`src/verilog/emt_params.svh`:
```
`ifndef EMT_PARAMS_SVH
`define EMT_PARAMS_SVH

// core clock and basic clock rates, in Hz
`define EMT_CLK_HZ 10000000
`define EMT_SLOW_HZ_100K 100000
`define EMT_SLOW_HZ_10K 10000
`define EMT_SLOW_HZ_2K 2000
`define EMT_SLOW_HZ_1K 1000
`define EMT_FAST_HZ_HI 1125000
`define EMT_FAST_HZ_LO 112500

// register addresses
`define EMT_ADDR_LIMIT 8'h1e
`define EMT_ADDR_COUNT 8'h1f
`define EMT_ADDR_FAST_LIMIT 8'h20
`define EMT_ADDR_FAST_CTRL 8'h28
`define EMT_ADDR_SLOW_CTRL 8'h29
`define EMT_ADDR_FAST_CLK 8'h2a

// field positions
`define EMT_SLOW_RUN_BIT 3
`define EMT_SLOW_CLR_BIT 2
`define EMT_SLOW_SEL_HI_BIT 1
`define EMT_SLOW_SEL_LO_BIT 0
`define EMT_FAST_MODE_BIT 3
`define EMT_FAST_RUN_BIT 1
`define EMT_FAST_CLR_BIT 0
`define EMT_FAST_CLK_BIT 0

// reset values
`define EMT_LIMIT_RESET 8'hff
`define EMT_COUNT_RESET 8'h00

`endif

```
`src/verilog/emt_pkg.sv`:
```
package emt_pkg;

  // one access through the transfer buffer
  typedef struct packed {
    logic [7:0] addr;
    logic wr;
    logic rd;
    logic [7:0] wdata;
  } emt_req_t;

endpackage

```
`src/verilog/emt_counter.sv`:
```
`timescale 1ns/1ps
`include "emt_params.svh"

module emt_counter
  import emt_pkg::*;
#(
  parameter int WIDTH = 8
)
(
  // clock and resets
  input wire logic clk,
  input wire logic rstn,
  input wire logic hard_clear,
  // control
  input wire logic clear,
  input wire logic step,
  input wire logic [WIDTH-1:0] limit,
  // state
  output logic [WIDTH-1:0] count,
  output logic match
);

  logic [WIDTH-1:0] next_count;

  assign next_count = count + WIDTH'(1);

  always_ff @(posedge clk)
  begin
    if (!rstn || hard_clear)
    begin
      count <= '0;
      match <= 1'b0;
    end
    else if (clear)
    begin
      count <= '0;
      match <= 1'b0;
    end
    else if (step)
    begin
      if (next_count == limit)
      begin
        count <= '0;
        match <= 1'b1;
      end
      else
      begin
        count <= next_count;
        match <= 1'b0;
      end
    end
    else
    begin
      match <= 1'b0;
    end
  end

endmodule

```
`src/verilog/emt_timers.sv`:
```
// How it works
// - slow count clears on resets, on the clear bit and on a match
// - slow limit sets all ones, also on CE
// - interrupt period is basic clock times limit
// - run gating errs at most one count
// - clear errs by up to one tick
// - clock change errs up to one new period
// - interrupt may coincide with CE reset
// - fast timer counts 1.25 MHz or 10 MHz/88 (integer divisors 8 and 88)
// - fast mode puts converter pins in port mode
// - fast mode forces eight-bit converter counter
// - fast clock select bit 0 picks rate
// - control bit 3 picks timer or converter
// - control bit 1 starts and stops
// - control bit 0 clears fast counter
// - match raises interrupt and clears count
// - two-bit select gives 100k/10k/2k/1k
// - clear bit writes one, reads zero
// - slow control bit 3 starts and stops
`timescale 1ns/1ps
`include "emt_params.svh"

module emt_timers
  import emt_pkg::*;
#(
  parameter int SLOW_DIV_100K = `EMT_CLK_HZ / `EMT_SLOW_HZ_100K,
  parameter int SLOW_DIV_10K = `EMT_CLK_HZ / `EMT_SLOW_HZ_10K,
  parameter int SLOW_DIV_2K = `EMT_CLK_HZ / `EMT_SLOW_HZ_2K,
  parameter int SLOW_DIV_1K = `EMT_CLK_HZ / `EMT_SLOW_HZ_1K,
  parameter int FAST_DIV_HI = `EMT_CLK_HZ / `EMT_FAST_HZ_HI,
  parameter int FAST_DIV_LO = `EMT_CLK_HZ / `EMT_FAST_HZ_LO
)
(
  // clock and resets
  input wire logic clk,
  input wire logic rstn,
  input wire logic watchdog_stack_reset,
  input wire logic clock_stop,
  // transfer buffer access
  input wire emt_req_t req,
  output logic [7:0] rdata,
  // events
  output logic slow_irq,
  output logic fast_irq,
  // converter steering
  output logic dac_port_mode,
  output logic dac_force_8bit
);

  logic hard_clear;
  logic slow_timer_run;
  logic [1:0] slow_sel;
  logic [1:0] slow_sel_d;
  logic [7:0] interval_limit;
  logic fast_timer_mode_select;
  logic fast_timer_run;
  logic fast_clock_select;
  logic fast_clock_select_d;
  logic [7:0] fast_limit;
  logic slow_timer_clear;
  logic fast_timer_clear;
  logic [13:0] slow_pre;
  logic [13:0] slow_div;
  logic slow_tick;
  logic [6:0] fast_pre;
  logic [6:0] fast_div;
  logic fast_tick;
  logic [7:0] interval_count;
  logic [7:0] fast_count;

  assign hard_clear = watchdog_stack_reset || clock_stop;

  // write-one clear strobes
  assign slow_timer_clear = req.wr && (req.addr == `EMT_ADDR_SLOW_CTRL)
    && req.wdata[`EMT_SLOW_CLR_BIT];
  assign fast_timer_clear = req.wr && (req.addr == `EMT_ADDR_FAST_CTRL)
    && req.wdata[`EMT_FAST_CLR_BIT];

  // control and limit registers
  always_ff @(posedge clk)
  begin
    if (!rstn || hard_clear)
    begin
      slow_timer_run <= 1'b0;
      slow_sel <= 2'h0;
      interval_limit <= `EMT_LIMIT_RESET;
      fast_timer_mode_select <= 1'b0;
      fast_timer_run <= 1'b0;
      fast_clock_select <= 1'b0;
      fast_limit <= `EMT_LIMIT_RESET;
    end
    else if (req.wr)
    begin
      unique case (req.addr)
        `EMT_ADDR_LIMIT: interval_limit <= req.wdata;
        `EMT_ADDR_FAST_LIMIT: fast_limit <= req.wdata;
        `EMT_ADDR_SLOW_CTRL:
        begin
          slow_timer_run <= req.wdata[`EMT_SLOW_RUN_BIT];
          slow_sel <= {req.wdata[`EMT_SLOW_SEL_HI_BIT], req.wdata[`EMT_SLOW_SEL_LO_BIT]};
        end
        `EMT_ADDR_FAST_CTRL:
        begin
          fast_timer_mode_select <= req.wdata[`EMT_FAST_MODE_BIT];
          fast_timer_run <= req.wdata[`EMT_FAST_RUN_BIT];
        end
        `EMT_ADDR_FAST_CLK: fast_clock_select <= req.wdata[`EMT_FAST_CLK_BIT];
        default:
        begin
        end
      endcase
    end
  end

  // basic clock divisors
  always_comb
  begin
    unique case (slow_sel)
      2'h0: slow_div = 14'(SLOW_DIV_100K);
      2'h1: slow_div = 14'(SLOW_DIV_10K);
      2'h2: slow_div = 14'(SLOW_DIV_2K);
      2'h3: slow_div = 14'(SLOW_DIV_1K);
    endcase
  end

  assign fast_div = fast_clock_select ? 7'(FAST_DIV_LO) : 7'(FAST_DIV_HI);

  // slow prescaler, restarted when the selection changes
  always_ff @(posedge clk)
  begin
    if (!rstn || hard_clear)
    begin
      slow_pre <= 14'h0;
      slow_tick <= 1'b0;
      slow_sel_d <= 2'h0;
    end
    else
    begin
      slow_sel_d <= slow_sel;
      if (slow_sel != slow_sel_d)
      begin
        slow_pre <= 14'h0;
        slow_tick <= 1'b0;
      end
      else if (slow_pre == slow_div - 14'h1)
      begin
        slow_pre <= 14'h0;
        slow_tick <= 1'b1;
      end
      else
      begin
        slow_pre <= slow_pre + 14'h1;
        slow_tick <= 1'b0;
      end
    end
  end

  // fast prescaler
  always_ff @(posedge clk)
  begin
    if (!rstn || hard_clear)
    begin
      fast_pre <= 7'h0;
      fast_tick <= 1'b0;
      fast_clock_select_d <= 1'b0;
    end
    else
    begin
      fast_clock_select_d <= fast_clock_select;
      if (fast_clock_select != fast_clock_select_d)
      begin
        fast_pre <= 7'h0;
        fast_tick <= 1'b0;
      end
      else if (fast_pre == fast_div - 7'h1)
      begin
        fast_pre <= 7'h0;
        fast_tick <= 1'b1;
      end
      else
      begin
        fast_pre <= fast_pre + 7'h1;
        fast_tick <= 1'b0;
      end
    end
  end

  // run flag gates the free-running tick
  emt_counter #(.WIDTH(8)) u_slow (
    .clk(clk),
    .rstn(rstn),
    .hard_clear(hard_clear),
    .clear(slow_timer_clear),
    .step(slow_tick && slow_timer_run),
    .limit(interval_limit),
    .count(interval_count),
    .match(slow_irq)
  );

  emt_counter #(.WIDTH(8)) u_fast (
    .clk(clk),
    .rstn(rstn),
    .hard_clear(hard_clear),
    .clear(fast_timer_clear),
    .step(fast_tick && fast_timer_run && fast_timer_mode_select),
    .limit(fast_limit),
    .count(fast_count),
    .match(fast_irq)
  );

  // converter steering follows mode
  always_ff @(posedge clk)
  begin
    if (!rstn || hard_clear)
    begin
      dac_port_mode <= 1'b0;
      dac_force_8bit <= 1'b0;
    end
    else
    begin
      dac_port_mode <= fast_timer_mode_select;
      dac_force_8bit <= fast_timer_mode_select;
    end
  end

  // read data, one cycle after the read strobe
  always_ff @(posedge clk)
  begin
    if (!rstn)
    begin
      rdata <= 8'h00;
    end
    else if (req.rd)
    begin
      unique case (req.addr)
        `EMT_ADDR_LIMIT: rdata <= interval_limit;
        `EMT_ADDR_COUNT: rdata <= interval_count;
        `EMT_ADDR_FAST_LIMIT: rdata <= fast_limit;
        `EMT_ADDR_SLOW_CTRL: rdata <= {4'h0, slow_timer_run, 1'b0, slow_sel};
        `EMT_ADDR_FAST_CTRL: rdata <= {4'h0, fast_timer_mode_select, 1'b0, fast_timer_run, 1'b0};
        `EMT_ADDR_FAST_CLK: rdata <= {7'h0, fast_clock_select};
        default: rdata <= 8'h00;
      endcase
    end
  end

endmodule

```
`config.mk`:
```
export PLATFORM = sky130hd
export DESIGN_NAME = emt_timers
export DESIGN_NICKNAME = d
export VERILOG_FILES = /design/src/verilog/emt_pkg.sv /design/src/verilog/emt_counter.sv /design/src/verilog/emt_timers.sv
export VERILOG_INCLUDE_DIRS = /design/src /design/src/verilog
export SDC_FILE = /design/constraint.sdc
export NUM_CORES = 1
export LEC_CHECK = 0
export ABC_AREA = 0
export BUFFER_PORTS_ARGS = -buffer_cell sky130_fd_sc_hd__buf_4
export CORE_UTILIZATION = 53
export DETAILED_ROUTE_END_ITERATION = 12
export PLACE_DENSITY = 0.81
export SLEW_MARGIN = 30
export SYNTH_ARGS = -nofsm -noshare
export SYNTH_HDL_FRONTEND = slang
export SYNTH_SLANG_ARGS = --single-unit
```
`constraint.sdc`:
```
create_clock -name clk -period 3.92 [get_ports clk]
set_input_delay 0.196 -clock clk [delete_from_list [all_inputs] [get_ports clk]]
set_output_delay 0.196 -clock clk [all_outputs]
set_load 0.1 [all_outputs]
```
### After elaboration in Yosys (flattened, before gate mapping)

Cells that the tools add are included.

* register bits after elaboration: 75
* input bits: 22

* add/subtract/negate cells: 6
* equal/unequal tests: 15
* muxes and demuxes: 9
* bitwise operators: 2
* reduce and logical (&&, ||, !) cells: 24

Operators by type and width (count)
* $pmux 14 s4: 1
* $pmux 8 s6: 1
* $eq 8x6->1 const B: 4
* $add 8x1->8 const B: 2
* $eq 8x5->1 const B: 2
* $eq 8x8->1: 2
* $mux 8: 2
* $add 14x1->14 const B: 1
* $eq 14x14->1: 1
* $sub 14x1->14 const B: 1
* $reduce_or 3->1: 4
* $reduce_and 2->1: 5
* $reduce_or 2->1: 4
* $add 7x1->7 const B: 1
* $eq 7x7->1: 1
* $logic_and 1x1->1: 7
* $mux 7: 1
* $sub 7x1->7 const B: 1
* $eq 2x2->1 const B: 2
* $mux 1: 4
* $eq 2x1->1 const B: 1
* $logic_not 2->1: 1
* $logic_or 1x1->1: 2
* $ne 2x2->1: 1
* other kinds (3): 4

### Logic depth before layout (Yosys ltp)

* depth in word-level cells: 5
* gate-level depth with buffers: 9
* gate-level depth less buffers: 8

### Modules after synthesis

A second synthesis with hierarchy kept.

* cells, all modules: 451
* area total of the unflattened synthesis: 3937.5 um^2

Modules (own cells, without submodules)
* emt_timers: instances 1, cells an instance 319, area an instance 2768.9 um^2, seq. area each 1141.1 um^2
* emt_counter: instances 2, cells an instance 66, area an instance 584.3 um^2, seq. area each 180.2 um^2

### Worst setup path after synthesis

Ideal clock, no wire load.

* kind: flip-flop to flip-flop
* start point: register slow_sel[1]
* end point: register slow_pre[10]
* data arrival time: 1.749 ns
* required time: 3.792 ns
* path slack: 2.043 ns
* stages on the path, launching flop included: 9
* cells stage by stage: dfxtp_1 -> inv_1 -> ha_1 -> xor2_1 -> nor3_1 -> o2111ai_1 -> nand2b_1 -> clkbuf_1 -> nor2_1

* word-level cells in the longest chain between the ends: 5
* elaborated cells between the ends (all ways): 9
* those cells by class: add/sub (1); eq/ne (5); mux (1); reduce/logical (2)

RTL lines
* start: declaration: line emt_timers.sv:52 `logic [1:0] slow_sel;`
* start signal: assignment: line emt_timers.sv:100 `` slow_sel <= {req.wdata[`EMT_SLOW_SEL_HI_BIT], req.wdata[`EMT_SLOW_SEL_LO_BIT]}; ``
* $eq 2x2->1, or another cell as far along: line emt_timers.sv:118 `unique case (slow_sel)`
* $pmux 14 s4: line emt_timers.sv:118
* $sub 14x1->14: line emt_timers.sv:145 `else if (slow_pre == slow_div - 14'h1)`
* $eq 14x14->1: line emt_timers.sv:145
* $reduce_or 3->1 (no source line) (*)
* end signal: assignment: line emt_timers.sv:152 `slow_pre <= slow_pre + 14'h1;`
* end: declaration: line emt_timers.sv:62 `logic [13:0] slow_pre;`

Every way passes the cells marked *; elsewhere a longest branch is shown, timed or not. The select of a mux whose other input is x is not followed.
A chain may end at the register's enable or synchronous reset.

### Worst setup path after layout

* start point: register u_slow.count[0]
* end point: register u_slow.count[7]

* word-level cells in the longest chain between the ends: 3

RTL lines
* start: declaration: line emt_counter.sv:19 `output logic [WIDTH-1:0] count,`
* start signal: assignment: line emt_counter.sv:48 `count <= next_count;`
* $add 8x1->8 (*): line emt_counter.sv:25 `assign next_count = count + WIDTH'(1);`
* $eq 8x8->1: line emt_counter.sv:41 `if (next_count == limit)`
* $mux 8 (*): line emt_counter.sv:41

Every way passes the cells marked *; elsewhere a longest branch is shown, timed or not.

==> reports/results.ini <==
[cts]
hold_buffers = 0
path_clk_slew_ns = 0.07
cts_buffers = 9
cts_resized = 0
clock_latency_ns = 0.34
cts-root-buf = clkbuf_8
clock_path_buffers = 2
cts.sinks = 75
cts_tree = yes
post-cts-setup-buffers = 0
htreeDepth = 3

[detailed_routing]
routed_wl_mm = 8.292
first_pass_iters = 4
drt-vias-per-instance = 5.590
first_iter_violations = 190
wl_per_cell_um = 14.10
vias = 3287
drc_errors = 0
ant_nets = 0

[yosys]
yosysTopAreaCell = dfxtp_1
synth_edf_count = 0
ys.flop_type = dfxtp_1
syn_nets = 494
yosysMostFrequentCell = nand2_1
syn_area_per_cell_um2 = 8.294
syn_inst = 463
synth_area_um2 = 3840
synth_sequential_area_ratio_pct = 39.10
async_reset_ff_share_pct = 0
synthTopCellsByArea = dfxtp_1 39%, nand2_1 7.6%, xnor2_1 6.8%, nor2_1 5.3%, xor2_1 5.2%
synth_common_cells = 78 x nand2_1, 75 x dfxtp_1, 54 x nor2_1
ys_types = 53
synth_warnings = 0
ys_ff_latch = 75
yosys.area.top_type_share_pct = 39.10

[die]
core_um2 = 6907
die-area_um2 = 7590
initial_utilization_pct = 55.60
num_rows = 30
io_pins = 34
die_w_um = 87.12
die-height_um = 87.12

[sta]
relSlewSlack_pct = 52.89
rsz0062_at_grt = false
hold_viol = 0
fin_tns_setup_ns = 0
drv_slew = 0
setup_viol = 0
min_period_ns = 2.204
layout_setup_ws_ns = 1.716
max_clock_freq_ghz = 0.4537
post-route-period-util_pct = 56.22
fin_skew_ns = 0.005898
worst_pin_slew_ns = 0.7067

[min_path]
hold_path_depth = 3
hp-class = in -> reg
holdCritStartpoint = req[5]
hold_path_end = interval_limit[5]$_SDFFE_PP1P_

[setup_path]
cpLargestDelayFamily = compound AO/OA/AOI/OAI gates
cp-end-kind = register
timing.rr.end = u_slow.count[7]$_SDFFE_PP0P_
crit_buf_inv = 0
reg2reg_depth = 7
r2r_start = u_slow.count[0]$_SDFFE_PP0P_
critPathLaunchType = register
r2r_slack_ns = 1.72
critPathArrivalTime_ns = 2.42
slowest_delay_ns = 0.47
path_cells = ha_1 -> nand3_1 -> o21ai_0 -> o2111a_1 -> o2111ai_2 -> nor2_2 -> a211oi_1
crit_fanout = 8
critPathSlowestCell = dfxtp_1
worst-setup-path-type = reg -> reg
worstPathRequired_ns = 4.13

[grt]
grt.overflow.total = 0
antenna_found_initial = 0
grt_pass1_vias = 3000
grt.total_usage_pct = 23.75
grt_pass1_wl_mm = 14.01
grt_max_degree = 21

[placement]
port_buffers = 33
gp_congestion = 0.8589
hpwl_mm = 6.103
place_ws_ns = 1.800
place_area_um2 = 4111

[finish]
final_area_um2 = 4284
layout-drive-gt1-share_pct = 11.99
post-route-util_pct = 62.03
area_growth_pct = 11.57
nets = 518
diodes = 0
fill_cells = 633

[flow_run]
maxCapViolCount = 0

[power]
vdd_drop_max_mv = 0.2648
power_density_nw_per_um2 = 324.1
leakage_uw = 0.001608

[run_status]
outcome = completed

cells by family after synthesis:
family          share of synthesized area (%)
fa+ha+maj                               3.193
flops                                   39.10
mux                                     2.639
simple gates                            27.40
xor+xnor                                12.09
buf+inv                                 3.584
compound gates                          11.99
metrics by stage:
stage | total power (µW) | std cells | hold slack [ns]
6_report | 1388 | 588 | 0.07144
5_1_grt | 1442 | 588 | 0.06195
4_1_cts | 1404 | 588 | 0.05738
3_5_place_dp | 881.5 | 572 | 0.4271
3_3_place_gp | 880.9 | 572 | 0.4243
2_1_floorplan | 844.8 | 463 | 0.3200
report_power, final:
| group | internal [µW] | switching, µW | total, µW |
|---|---|---|---|
| registers | 767 | 2.80 | 769 |
| logic | 30.0 | 65.4 | 95.4 |
| clock network | 263 | 260 | 524 |
per-layer routing:
| layer | global-route usage (%) | share of wire [%] |
|---|---|---|
| met4 | 8.793 | 1.8 |
| met2 | 38.94 | 47 |
| met5 | 0 | 0 |
| met3 | 5.403 | 5.5 |
| met1 | 30.59 | 45 |
how the worst max path moves through the flow:
| stage | startpoint | to | slack (ns) | depth (start not counted) |
|---|---|---|---|---|
| CTS | u_slow.count[0]$_SDFFE_PP0P_ | u_slow.count[7]$_SDFFE_PP0P_ | 1.75 | 7 |
| finish | u_slow.count[0]$_SDFFE_PP0P_ | u_slow.count[7]$_SDFFE_PP0P_ | 1.72 | 7 |
| global route | u_slow.count[0]$_SDFFE_PP0P_ | u_slow.count[7]$_SDFFE_PP0P_ | 1.48 | 7 |
| detailed placement | u_fast.count[0]$_SDFFE_PP0P_ | u_fast.count[2]$_SDFFE_PP0P_ | 1.80 | 7 |
| global placement | u_fast.count[0]$_SDFFE_PP0P_ | u_fast.count[7]$_SDFFE_PP0P_ | 1.83 | 7 |
| floorplan | slow_sel[1]$_SDFFE_PP0P_ | slow_pre[10]$_SDFF_PP0_ | 2.04 | 8 |
layout by cell type, fill, tap and decap left out, types with 2 or more instances in the layout:
cell type,synthesis,routed
xnor2_1,30,30
dfxtp_1,75,75
nor4_1,3,3
nand4_1,9,9
o211a_1,2,2
ha_1,9,9
o21ai_0,8,8
nand4b_1,2,2
clkbuf_8,0,11
and2_1,8,8
clkinv_2,0,2
o21bai_1,2,2
a41oi_2,5,5
nor3_1,12,12
inv_1,11,11
a21oi_1,10,10
nor3b_1,4,4
mux2i_1,9,9
o22ai_1,3,3
o211ai_1,6,6
o31ai_1,2,2
clkbuf_1,11,3
xor2_1,23,23
and3_1,9,9
nor2_2,2,2
a211oi_1,8,8
buf_4,4,33
nand3_1,33,33
or3_1,4,4
nand2_1,78,78
nor2_1,54,54
state kept, by name, indices dropped and copies added, names as in the netlist, 2 cells and up:
register        count
fast_pre            7
slow_pre           14
fast_limit          8
rdata               8
interval_limit      8
u_fast.count        8
u_slow.count        8
slow_sel            2
slow_sel_d          2
worst register-to-register path: stages (launching register included):
cell and delay (ns):
dfxtp_1 0.47, ha_1 0.25, nand3_1 0.27, o21ai_0 0.27
o2111a_1 0.21, o2111ai_2 0.15, nor2_2 0.31, a211oi_1 0.14
final cells by class:
type | instances | area (µm²) | share of cell area [%]
Clock inverter | 2 | 10.01 | 0.2336
Clock buffer | 14 | 162.7 | 3.797
Sequential cell | 75 | 1501 | 35.05
Tap cell | 96 | 120.1 | 2.804
Multi-Input combinational cell | 357 | 2201 | 51.37
Inverter | 11 | 41.29 | 0.9638
Timing Repair Buffer | 33 | 247.7 | 5.783
No activity file was read; power rests on OpenSTA's default activity.
